<file path="src/hw/rtcc_pkg.sv">
// package: register map, field positions and reset values of the control/status/trickle block
package rtcc_pkg;
    // register offsets
    localparam logic [7:0] ADDR_CONTROL = 8'h0E;
    localparam logic [7:0] ADDR_STATUS = 8'h0F;
    localparam logic [7:0] ADDR_TRICKLE = 8'h10;
    // control field positions
    localparam int CTL_OSC_DIS = 7;
    localparam int CTL_BACKUP_OE = 5;
    localparam int CTL_RATE_HI = 4;
    localparam int CTL_RATE_LO = 3;
    localparam int CTL_IRQ_SEL = 2;
    localparam int CTL_A2_IE = 1;
    localparam int CTL_A1_IE = 0;
    localparam logic [7:0] CTL_WRITE_MASK = 8'hBF;
    // status field positions
    localparam int STS_OSF = 7;
    localparam int STS_A2F = 1;
    localparam int STS_A1F = 0;
    // trickle fields
    localparam logic [3:0] TRICKLE_KEY = 4'hA;
    localparam logic [1:0] DIODE_NONE = 2'h1;
    localparam logic [1:0] DIODE_ONE = 2'h2;
    localparam logic [1:0] RES_OFF = 2'h0;
    // reset values
    localparam logic [7:0] CONTROL_RESET = 8'h18;
    localparam logic [7:0] TRICKLE_RESET = 8'h00;
    localparam logic OSF_RESET = 1'b1;
    // square-wave divider taps on a 32.768 kHz edge counter
    localparam int DIV_WIDTH = 15;
    localparam int TAP_8K = 1;
    localparam int TAP_4K = 2;
    localparam int TAP_1HZ = 14;
    localparam logic [1:0] RATE_1HZ = 2'h0;
    localparam logic [1:0] RATE_4K = 2'h1;
    localparam logic [1:0] RATE_8K = 2'h2;
    localparam logic [1:0] RATE_32K = 2'h3;

    typedef struct packed {
        logic [7:0] ctrl;
        logic osc_stopped_flag;
        logic a2f;
        logic a1f;
        logic [7:0] trickle;
        logic [7:0] rdata;
        logic xq;
        logic osc_prev;
        logic [DIV_WIDTH-1:0] div;
        logic pin_out;
        logic pin_oe;
        logic osc_dis;
        logic chg_on;
        logic chg_diode;
        logic [1:0] chg_res;
    } rtcc_state_t;

    typedef struct packed {
        logic wr;
        logic rd;
        logic [7:0] addr;
        logic [7:0] wdata;
    } rtcc_req_t;
endpackage

</file>
<file path="src/hw/rtcc_core.sv">
// control, status and trickle-charge configuration logic of the clock chip
`timescale 1ns/1ps
`default_nettype none

module rtcc_core (
    // clock and power-up reset
    input wire logic CLK_SYS,
    input wire logic RST,
    // register file port
    input wire logic REG_WR,
    input wire logic REG_RD,
    input wire logic [7:0] REG_ADDR,
    input wire logic [7:0] REG_WDATA,
    output logic [7:0] REG_RDATA,
    // time base and power state
    input wire logic XTAL_32K,
    input wire logic OSC_RUNNING,
    input wire logic ON_BACKUP,
    input wire logic ALARM1_MATCH,
    input wire logic ALARM2_MATCH,
    // shared open-drain wave/interrupt pin
    output logic WAVE_IRQ_OUT,
    output logic WAVE_IRQ_OE,
    // oscillator and charger controls
    output logic OSC_DISABLE,
    output logic CHARGE_ON,
    output logic CHARGE_DIODE,
    output logic [1:0] CHARGE_RES
);

    rtcc_pkg::rtcc_state_t st;
    rtcc_pkg::rtcc_state_t next_st;
    rtcc_pkg::rtcc_req_t req;

    logic wr_ctl;
    logic wr_sts;
    logic wr_trk;
    logic osc_fell;
    logic dis_rose;
    logic irq_req;
    logic wave;
    logic drive;
    logic trk_ok;

    assign req = '{wr: REG_WR, rd: REG_RD, addr: REG_ADDR, wdata: REG_WDATA};

    // ************************************************************
    // next-state logic
    // ************************************************************
    always_comb begin
        next_st = st;
        wr_ctl = req.wr && (req.addr == rtcc_pkg::ADDR_CONTROL);
        wr_sts = req.wr && (req.addr == rtcc_pkg::ADDR_STATUS);
        wr_trk = req.wr && (req.addr == rtcc_pkg::ADDR_TRICKLE);

        // control: bit 6 is not writable
        if (wr_ctl) begin
            next_st.ctrl = req.wdata & rtcc_pkg::CTL_WRITE_MASK;
        end
        if (wr_trk) begin
            next_st.trickle = req.wdata;
        end

        // stop flag: falling run indication or the disable bit going high
        osc_fell = st.osc_prev && !OSC_RUNNING;
        dis_rose = next_st.ctrl[rtcc_pkg::CTL_OSC_DIS] && !st.ctrl[rtcc_pkg::CTL_OSC_DIS];
        next_st.osc_prev = OSC_RUNNING;
        // write-zero-to-clear; a set in the same cycle wins
        if (wr_sts && !req.wdata[rtcc_pkg::STS_OSF]) begin
            next_st.osc_stopped_flag = 1'b0;
        end
        if (wr_sts && !req.wdata[rtcc_pkg::STS_A2F]) begin
            next_st.a2f = 1'b0;
        end
        if (wr_sts && !req.wdata[rtcc_pkg::STS_A1F]) begin
            next_st.a1f = 1'b0;
        end
        if (osc_fell || dis_rose) begin
            next_st.osc_stopped_flag = 1'b1;
        end
        if (ALARM2_MATCH) begin
            next_st.a2f = 1'b1;
        end
        if (ALARM1_MATCH) begin
            next_st.a1f = 1'b1;
        end

        // readback; reserved bits and unmapped addresses read zero
        if (req.rd) begin
            case (req.addr)
                rtcc_pkg::ADDR_CONTROL: next_st.rdata = st.ctrl;
                rtcc_pkg::ADDR_STATUS: next_st.rdata = {st.osc_stopped_flag, 5'h00, st.a2f, st.a1f};
                rtcc_pkg::ADDR_TRICKLE: next_st.rdata = st.trickle;
                default: next_st.rdata = 8'h00;
            endcase
        end

        // divider counts crystal rising edges; halted crystal freezes the wave
        next_st.xq = XTAL_32K;
        if (XTAL_32K && !st.xq) begin
            next_st.div = st.div + 15'h0001;
        end
        case ({st.ctrl[rtcc_pkg::CTL_RATE_HI], st.ctrl[rtcc_pkg::CTL_RATE_LO]})
            rtcc_pkg::RATE_1HZ: wave = st.div[rtcc_pkg::TAP_1HZ];
            rtcc_pkg::RATE_4K: wave = st.div[rtcc_pkg::TAP_4K];
            rtcc_pkg::RATE_8K: wave = st.div[rtcc_pkg::TAP_8K];
            rtcc_pkg::RATE_32K: wave = st.xq;
            default: wave = 1'b1;
        endcase

        // interrupt is active low and holds while any enabled flag stands
        irq_req = (st.a1f && st.ctrl[rtcc_pkg::CTL_A1_IE])
            || (st.a2f && st.ctrl[rtcc_pkg::CTL_A2_IE]);
        drive = !(ON_BACKUP && !st.ctrl[rtcc_pkg::CTL_BACKUP_OE]);
        next_st.pin_out = 1'b0;
        if (st.ctrl[rtcc_pkg::CTL_IRQ_SEL]) begin
            next_st.pin_oe = drive && irq_req;
        end else begin
            next_st.pin_oe = drive && !wave;
        end

        // charger needs key, a legal diode choice and a resistor
        trk_ok = (st.trickle[7:4] == rtcc_pkg::TRICKLE_KEY)
            && ((st.trickle[3:2] == rtcc_pkg::DIODE_NONE)
            || (st.trickle[3:2] == rtcc_pkg::DIODE_ONE))
            && (st.trickle[1:0] != rtcc_pkg::RES_OFF);
        next_st.chg_on = trk_ok;
        next_st.chg_diode = trk_ok && (st.trickle[3:2] == rtcc_pkg::DIODE_ONE);
        next_st.chg_res = trk_ok ? st.trickle[1:0] : rtcc_pkg::RES_OFF;
        next_st.osc_dis = st.ctrl[rtcc_pkg::CTL_OSC_DIS];
    end

    // ************************************************************
    // state register
    // ************************************************************
    always_ff @(posedge CLK_SYS or posedge RST) begin
        if (RST) begin
            st <= '0;
            st.ctrl <= rtcc_pkg::CONTROL_RESET;
            st.trickle <= rtcc_pkg::TRICKLE_RESET;
            st.osc_stopped_flag <= rtcc_pkg::OSF_RESET;
        end else begin
            st <= next_st;
        end
    end

    assign REG_RDATA = st.rdata;
    assign WAVE_IRQ_OUT = st.pin_out;
    assign WAVE_IRQ_OE = st.pin_oe;
    assign OSC_DISABLE = st.osc_dis;
    assign CHARGE_ON = st.chg_on;
    assign CHARGE_DIODE = st.chg_diode;
    assign CHARGE_RES = st.chg_res;
endmodule

`default_nettype wire

</file>
<file path="config.mk">
export PLATFORM = sky130hd
export DESIGN_NAME = rtcc_core
export DESIGN_NICKNAME = d
export VERILOG_FILES = /design/src/hw/rtcc_pkg.sv /design/src/hw/rtcc_core.sv
export SDC_FILE = /design/constraint.sdc
export NUM_CORES = 1
export LEC_CHECK = 0
export ABC_AREA = 1
export BUFFER_PORTS_ARGS = -buffer_cell sky130_fd_sc_hd__buf_4
export CAP_MARGIN = 40
export CORE_ASPECT_RATIO = 1.1
export CORE_MARGIN = 2
export CORE_UTILIZATION = 49
export DETAILED_ROUTE_END_ITERATION = 8
export GPL_TIMING_DRIVEN = 0
export MAX_ROUTING_LAYER = met4
export PLACE_DENSITY = 0.83
export SLEW_MARGIN = 10
export SYNTH_ARGS = -nofsm -noshare
export SYNTH_HDL_FRONTEND = slang
export SYNTH_SLANG_ARGS = --single-unit
</file>
<file path="constraint.sdc">
create_clock -name CLK_SYS -period 3.4 [get_ports CLK_SYS]
set_input_delay 0 -clock CLK_SYS [delete_from_list [all_inputs] [get_ports CLK_SYS]]
set_output_delay 0 -clock CLK_SYS [all_outputs]
set_load 0.1 [all_outputs]
</file>
=== Word level (Yosys, flattened, before mapping) ===
Index checks and enable logic that the tools add are counted.

* Bits of input ports: 25
* Output and inout bits: 15
* Word-level logic and storage cells: 70
* Bits in registers: 49

* Multiplexer cells: 11
* Eq/ne operators: 9
* Reduce and logical (&&, ||, !) cells: 34
* Add/subtract/negate cells: 1

{| class="wikitable"
|+ Operators with widths
! kind !! count
|-
| one-hot mux 8 bit (3 select lines) || 1
|-
| logical AND 1 bit || 17
|-
| == test 8 x 4 -> 1 bit (second input constant) || 2
|-
| adder 15 x 1 -> 15 bit (second input constant) || 1
|-
| zero test 1 bit || 9
|-
| == test 8 x 5 -> 1 bit (second input constant) || 1
|-
| 2-to-1 mux 8 bit || 1
|-
| nonzero test 2 bit || 4
|-
| 2-to-1 mux 1 bit || 7
|-
| == test 2 bit (second input constant) || 3
|-
| == test 2 x 1 -> 1 bit (second input constant) || 2
|-
| == test 4 bit (second input constant) || 1
|-
| one-hot mux 1 bit (4 select lines) || 1
|-
| logical OR 1 bit || 3
|-
| zero test 2 bit || 1
|-
| 2-to-1 mux 2 bit || 1
|}

=== Logic depth before layout (Yosys ltp) ===
Gate-level depths: netlist (run 1).

* Word-level depth: 6
* Depth in mapped cells: 9
* Gate-level depth less buffers: 8

=== Least setup slack after synthesis (run 1) ===
OpenSTA, ideal clock, no wires.

* Kind: reg2reg
* Start: reg st[23] (netlist bit)
* End: reg st[18] (netlist bit)
* Buffers on the path: 0
* Period minus slack after synthesis: 1137 ps
* Required time: 3283 ps
* Arrival time: 1021 ps
* Path slack: 2263 ps
* Cell stages (with the launch flop): 9
* Library setup time: 117 ps
* Path through: dfrtp_1 inv_1 nand2_1 nor2_2 nand2_2 nor2_4 nand2_1 nand2_1 nand2_1

* Cells in the longest elaborated chain, start to end: 2

{| class="wikitable"
|+ RTL lines
! element !! RTL line !! text
|-
| start: declaration || rtcc_core.sv:31 || <nowiki>rtcc_pkg::rtcc_state_t st;</nowiki>
|-
| start signal: assignment || rtcc_core.sv:143 || <nowiki>st <= next_st;</nowiki>
|-
| zero test 1 bit || rtcc_core.sv:100 || <nowiki>if (XTAL_32K && !st.xq) begin</nowiki>
|-
| logical AND 1 bit || rtcc_core.sv:100 ||
|}

Every way passes these cells.
A chain may end at the register's enable or synchronous reset.

=== Final worst setup path (run 1) ===
* Start: reg st[23] (netlist bit)
* End: reg st[20] (netlist bit)

The elaborated chain is that of the path after synthesis.

==> results of run 1 <==
## sequential cells by signal, summed over array words and instances (netlist names)
name	count
CHARGE_DIODE	1
CHARGE_ON	1
CHARGE_RES	2
OSC_DISABLE	1
REG_RDATA	8
WAVE_IRQ_OE	1
next_st	1
st	34
## per-layer routing
metal	global-route usage [%]	vias to the layer above	wire, um	part of all wire (%)
met5	-	-	0	0
met4	5.47	0	59	1.3
met3	3.93	6	196	4.3
met2	29.2	43	2210	49
met1	22.9	874	2080	46
li1	-	989	-	-
## cell type report
type	count	area share, %
plain buffers	15	4.10
clock buffers	7	2.80
inverters	43	5.24
multi-input cells	178	31.4
flip-flops and latches	49	39.9
well taps	58	2.35
repair buffers	52	14.2
## worst register-to-register path: cells and delay by family, from the launching register on
family | cells | cell delay [ns]
simple gates | 7 | 0.73
flops | 1 | 0.43
buf+inv | 1 | 0.08
## kinds of logic (layout without fill, tap and decap cells)
kind of cell | after synthesis | in the layout | share of synthesized area [%]
AO/OA/AOI/OAI | 25 | 25 | 6.04
XOR/XNOR | 9 | 9 | 3.17
adder cells (fa/ha/maj) | 2 | 2 | 1.01
buffers and inverters | 58 | 117 | 11.6
flip-flops | 49 | 49 | 49.5
other | 1 | 1 | 0.151
AND/OR/NAND/NOR | 141 | 141 | 28.6
## worst paths after layout
check                             startpoint           to  slack [ns]  cells after the start
worst min register to register    next_st[4]  OSC_DISABLE        0.44                      0
max in group asynchronous                RST       st[42]        2.68                      4
worst max register to register        st[23]       st[20]        2.07                      8
worst min-delay path            REG_WDATA[1]       st[33]       0.009                      3
worst max-delay path                  st[23]       st[20]        2.07                      8
min in group asynchronous                RST       st[14]        0.18                      3
## power by group
part,total [uW],internal (uW),switching (uW),leakage [uW]
clock,336,162,175,0.0000443
combinational,208,88.8,120,0.000971
sequential,676,631,44.8,0.000615
total,1220,881,339,0.00163
## synthesized netlist by cell type, types with 3 or more instances
cell type	instances	share of area (%)
nand2_1	77	12
dfrtp_1	46	46
inv_1	40	6.0
nand3_1	25	5.0
buf_4	12	3.6
nor2_1	11	1.7
o21ai_0	7	1.4
nand2_2	6	1.5
nor2_4	6	2.7
a21oi_1	5	1.0
o21ai_1	5	1.0
xnor2_1	5	1.8
nand4_1	4	1.0
o21ai_2	4	1.4
xor2_1	4	1.4
dfstp_2	3	3.2
nor2_2	3	0.75
## stage by stage
step	power (uW)	utilization (%)	setup slack, ns	hold WS, ns
after detailed placement	881	57.9	2.13	-0.0675
final	1220	62.5	2.07	0.00862
after floorplan	818	-	2.23	0.0314
after global placement	872	57.5	1.66	0.120
after CTS	1230	62.5	2.11	0.0106
after global routing	1280	62.5	1.98	0.0574
==> flow_metrics.tcl, run 1 <==
set metrics [dict create \
    ios 40 \
    fin_area_sq_um 3080 \
    worstPathMaxFanout 5 \
    fp.dieW_um 71.9 \
    grt_pass1_vias 1851 \
    routed_wl_um 4550 \
    port_buffers 37 \
    setup_tns_ns 0 \
    clock_skew_ns 0.00637 \
    hold_viol 0 \
    first_pass_iters 4 \
    setup_viol 0 \
    dieArea_sq_um 5660 \
    clk_path_buf_depth 2 \
    fillCellCount 417 \
    finalCriticalPeriod_ns 1.33 \
    instances_no_fill 402 \
    synth.ff_latch_count 49 \
    insertion_delay_ns 0.30 \
    synth_area_sq_um 2490 \
    vias 1912 \
    core_sq_um 4930 \
    yosysSeqAreaShare_pct 49.5 \
    dpl.cell_count 381 \
    synth-main-ff-cell "dfrtp_1" \
    status "finished, final reports clean" \
    cap_violations 0 \
    critPathBufInv 1 \
    dpl.hpwl_um 3410 \
    synth-edff-count 0 \
    placed_area_sq_um 2860 \
    cp_slowest_cell "dfrtp_1" \
    p_leak_uw 0.00163 \
    final_cell_mix "77 x nand2_1, 49 x buf_4, 46 x dfrtp_1" \
    ant_nets 0 \
    multi_input_area_sq_um 968 \
    root_buffer "clkbuf_8" \
    htreeDepth 2 \
    layout.nets 371 \
    drv_slew 0 \
    async_reset_ff_share_pct 100 \
    via_per_inst 4.76 \
    rsz0062_at_grt "no" \
    seqCellArea_sq_um 1230 \
    cpMostUsedCell "nand2_1" \
    final_common_cell "nand2_1" \
    initial_core_util_pct 50.4 \
    ys_warn_count 0 \
    cts_resized 0 \
    postCtsSetupBuffers 0 \
    min_period_over_period_pct 39.1 \
    cts_tree "done" \
    grt_usage_pct 18.1 \
    cts.reportedPaths.clkPinSlew_ns 0.08 \
    postSynthCellCount 285 \
    syn_avg_cell_area_sq_um 8.72 \
    fmax_ghz 0.752 \
    end_kind "flip-flop" \
    cp-start-kind "flip-flop" \
    grt_remaining_overflow 0 \
    antenna_found_initial 0 \
    cts_buffers 5 \
    min_path_type "in2reg" \
    peakVddDrop_mv 0.339 \
    crit_arrival_ns 1.52 \
    postCtsHoldBufs 14 \
    crit_type "reg2reg" \
    antennaDiodeCount 0 \
    syn_nets 312 \
    initialDrtViolationCount 99 \
    gp_congestion 0.817 \
    wl_per_cell_um 11.3 \
    slowest_delay_ns 0.43 \
    drive_gt1_share_pct 26.2 \
    worstPathRequired_ns 3.59 \
    grt_max_degree 42 \
    p_per_area_nw_per_um2 396 \
    clock-sinks 49 \
    grt_pass1_wl_um 7900 \
    die_h_um 78.7 \
    drcViolationCount 0 \
    path_cells "inv_1, nand2_1, nor2_2, nand2_2, nor2_4, nand2_1, nand2_1, nand2_1" \
    area_growth_pct 24.0 \
    ys_types 34 \
    crit_family "simple AND/OR/NAND/NOR gates" \
    num_rows 27 \
]
No activity file was read; power rests on OpenSTA's default activity.
==> run 2, diff against run 1 <==
--- a/config.mk
+++ b/config.mk
@@ -14,7 +14,7 @@
 export DETAILED_ROUTE_END_ITERATION = 8
 export GPL_TIMING_DRIVEN = 0
 export MAX_ROUTING_LAYER = met4
-export PLACE_DENSITY = 0.83
+export PLACE_DENSITY = 0.85
 export SLEW_MARGIN = 10
 export SYNTH_ARGS = -nofsm -noshare
 export SYNTH_HDL_FRONTEND = slang
==> constraint.sdc (replaced) <==
create_clock -name CLK_SYS -period 1.1 [get_ports CLK_SYS]
set_input_delay 0 -clock CLK_SYS [delete_from_list [all_inputs] [get_ports CLK_SYS]]
set_output_delay 0 -clock CLK_SYS [all_outputs]
set_load 0.1 [all_outputs]
==> run 2 against run 1 <==
Compared with the run above:
- combinational power grew to 4.3 times the previous value
- final area is 9.5% higher
- utilization increased by 5.9 points
- register-to-register slack worse by 2.2 ns
- final cell count up 3.7%
- count of clock-buffer cells in the layout fell by 2
- die area unchanged
- clock skew is 0.0034 ns higher
- the flow now finishes with violations (negative setup slack)
- maximum frequency increased by 4.6%
- total power grew to 3.8 times the previous value
==> flow_metrics.tcl, run 2 (synthesized netlist as in run 1, its figures left out) <==
set metrics [dict create \
    antennaDiodeCount 0 \
    final_common_cell "nand2_1" \
    fp.dieW_um 71.9 \
    layout.nets 385 \
    finalCriticalPeriod_ns 1.27 \
    instances_no_fill 417 \
    drv_slew 0 \
    peakVddDrop_mv 1.16 \
    min_period_over_period_pct 116 \
    pwr-share-comb_pct 19.4 \
    setup_slack_ns -0.171 \
    hold_ws_ns 0.0792 \
    p_sw_uw 1290 \
    ant_nets 0 \
    busiest_layer "met2" \
    placed_area_sq_um 2870 \
    critPathBufInv 1 \
    grt_usage_pct 21.3 \
    cts.reportedPaths.clkPinSlew_ns 0.10 \
    root_buffer "clkbuf_8" \
    worstSetupStartpoint "st[7]" \
    port_buffers 37 \
    path_cells "ha_4, nand3b_4, nor2_4, buf_4, xor2_1" \
    clkPwrFrac_pct 33.8 \
    end_kind "flip-flop" \
    reg2reg_setup_slack_ns -0.17 \
    slowest_delay_ns 0.46 \
    fin_area_sq_um 3370 \
    first_pass_iters 4 \
    cts_tree "done" \
    min-delay-start "REG_WR" \
    dpl.hpwl_um 3510 \
    final_cell_mix "76 x nand2_1, 60 x buf_4, 43 x dfrtp_1" \
    htreeDepth 2 \
    clock-sinks 49 \
    worstPathMaxFanout 7 \
    crit_family "flip-flops" \
    p_leak_uw 0.00173 \
    die_h_um 78.7 \
    dieArea_sq_um 5660 \
    clock_skew_ns 0.00981 \
    crit_arrival_ns 1.51 \
    core_sq_um 4930 \
    ios 40 \
    dpl.cell_count 381 \
    cp-start-kind "flip-flop" \
    via_per_inst 5.04 \
    p_sw_share_pct 28.1 \
    internal_power_uw 3300 \
    grtUsageMet3_pct 4.31 \
    cap_violations 0 \
    routed_wl_um 5750 \
    gp_congestion 0.820 \
    vias 2100 \
    num_rows 27 \
    clk_path_buf_depth 2 \
    power.total_uw 4590 \
    min_path_type "in2reg" \
    cp_slowest_cell "dfrtp_1" \
    wl_per_cell_um 13.8 \
    fillCellCount 353 \
    drive_gt1_share_pct 35.1 \
    pwr-share-seq_pct 46.8 \
    p_per_area_nw_per_um2 1360 \
    cts_buffers 5 \
    grtUsageMet1_pct 25.5 \
    initialDrtViolationCount 188 \
    rsz0062_at_grt "yes" \
    insertion_delay_ns 0.31 \
    fmax_ghz 0.787 \
    largest_reg_flops 34 \
    grt_max_degree 35 \
    violations "negative setup slack" \
    worstPathRequired_ns 1.34 \
    hold_viol 0 \
    setup_viol 13 \
    grt_pass1_vias 1983 \
    status "complete, but fails checks" \
    crit_type "reg2reg" \
    r2r-start "st[7]" \
    top_register "st" \
    drcViolationCount 0 \
    antenna_found_initial 0 \
    grt_remaining_overflow 0 \
    grt_pass1_wl_um 8980 \
    area_growth_pct 35.7 \
    use_met2_pct 35.6 \
    initial_core_util_pct 50.4 \
]
## run 2: cell types whose count changed in the layout (fill, tap and decap cells not counted), moves of 3 or more
cell	delta
o21ai_1	+4
o21ai_0	-4
dfrtp_2	+3
nor2_4	+6
buf_4	+11
nor2_1	-5
inv_1	-3
dfrtp_1	-3
nand3_1	-3
## run 2: worst paths after layout
| kind | depth (start not counted) | end |
|---|---|---|
| setup / recovery | 5 | st[15] |
| hold / removal | 4 | st[33] |
| setup reg to reg | 5 | st[15] |
| hold reg to reg | 0 | OSC_DISABLE |
| max in group asynchronous | 4 | st[42] |
| min in group asynchronous | 3 | st[10] |
## run 2: per-stage QoR
stage | setup WS (ns) | util, % | setup TNS [ns]
floorplan | -0.0203 | - | -0.0448
global placement | -0.0995 | 57.8 | -0.478
detailed placement | -0.117 | 58.2 | -0.717
CTS | -0.121 | 66.5 | -0.765
global route | -0.249 | 68.4 | -2.11
finish | -0.171 | 68.4 | -1.28
## run 2: repair_timing
action / 4_1_cts / 5_1_grt
cloned: 0 / 0
pin swaps: 10 / 12
setup endpoints to repair: 12 / 19
gates resized for setup: 10 / 23
buffers inserted: 10 / 4
hold endpoints to repair: 39 / 0
hold buffers: 15 / 0
## run 2: area by class of cell
class                           count  area (sq um)  share of cell area (%)
Clock buffer                        5          68.8                    2.04
Sequential cell                    49          1230                    36.6
Tap cell                           58          72.6                    2.15
Multi-Input combinational cell    178          1090                    32.2
Clock inverter                      3          68.8                    2.04
Buffer                             15           126                    3.74
Inverter                           43           165                    4.89
Timing Repair Buffer               66           553                    16.4
## run 2: power groups by stage
stage	combinational [uW]	clock [uW]	sequential, uW
floorplan	373	0	2160
global placement	591	0	2120
detailed placement	625	0	2120
CTS	799	1570	2100
global route	969	1640	2160
finish	888	1550	2150
## run 2: worst reg2reg max path, cell delays in order (launching register included)
cell,delay [ns]
dfrtp_1,0.46
ha_4,0.18
nand3b_4,0.09
nor2_4,0.18
buf_4,0.15
xor2_1,0.13
## run 2: layer usage
layer	up-vias	wire length, um
met5	-	0
met4	0	170
met3	18	292
met2	75	2990
met1	987	2300
li1	1020	-
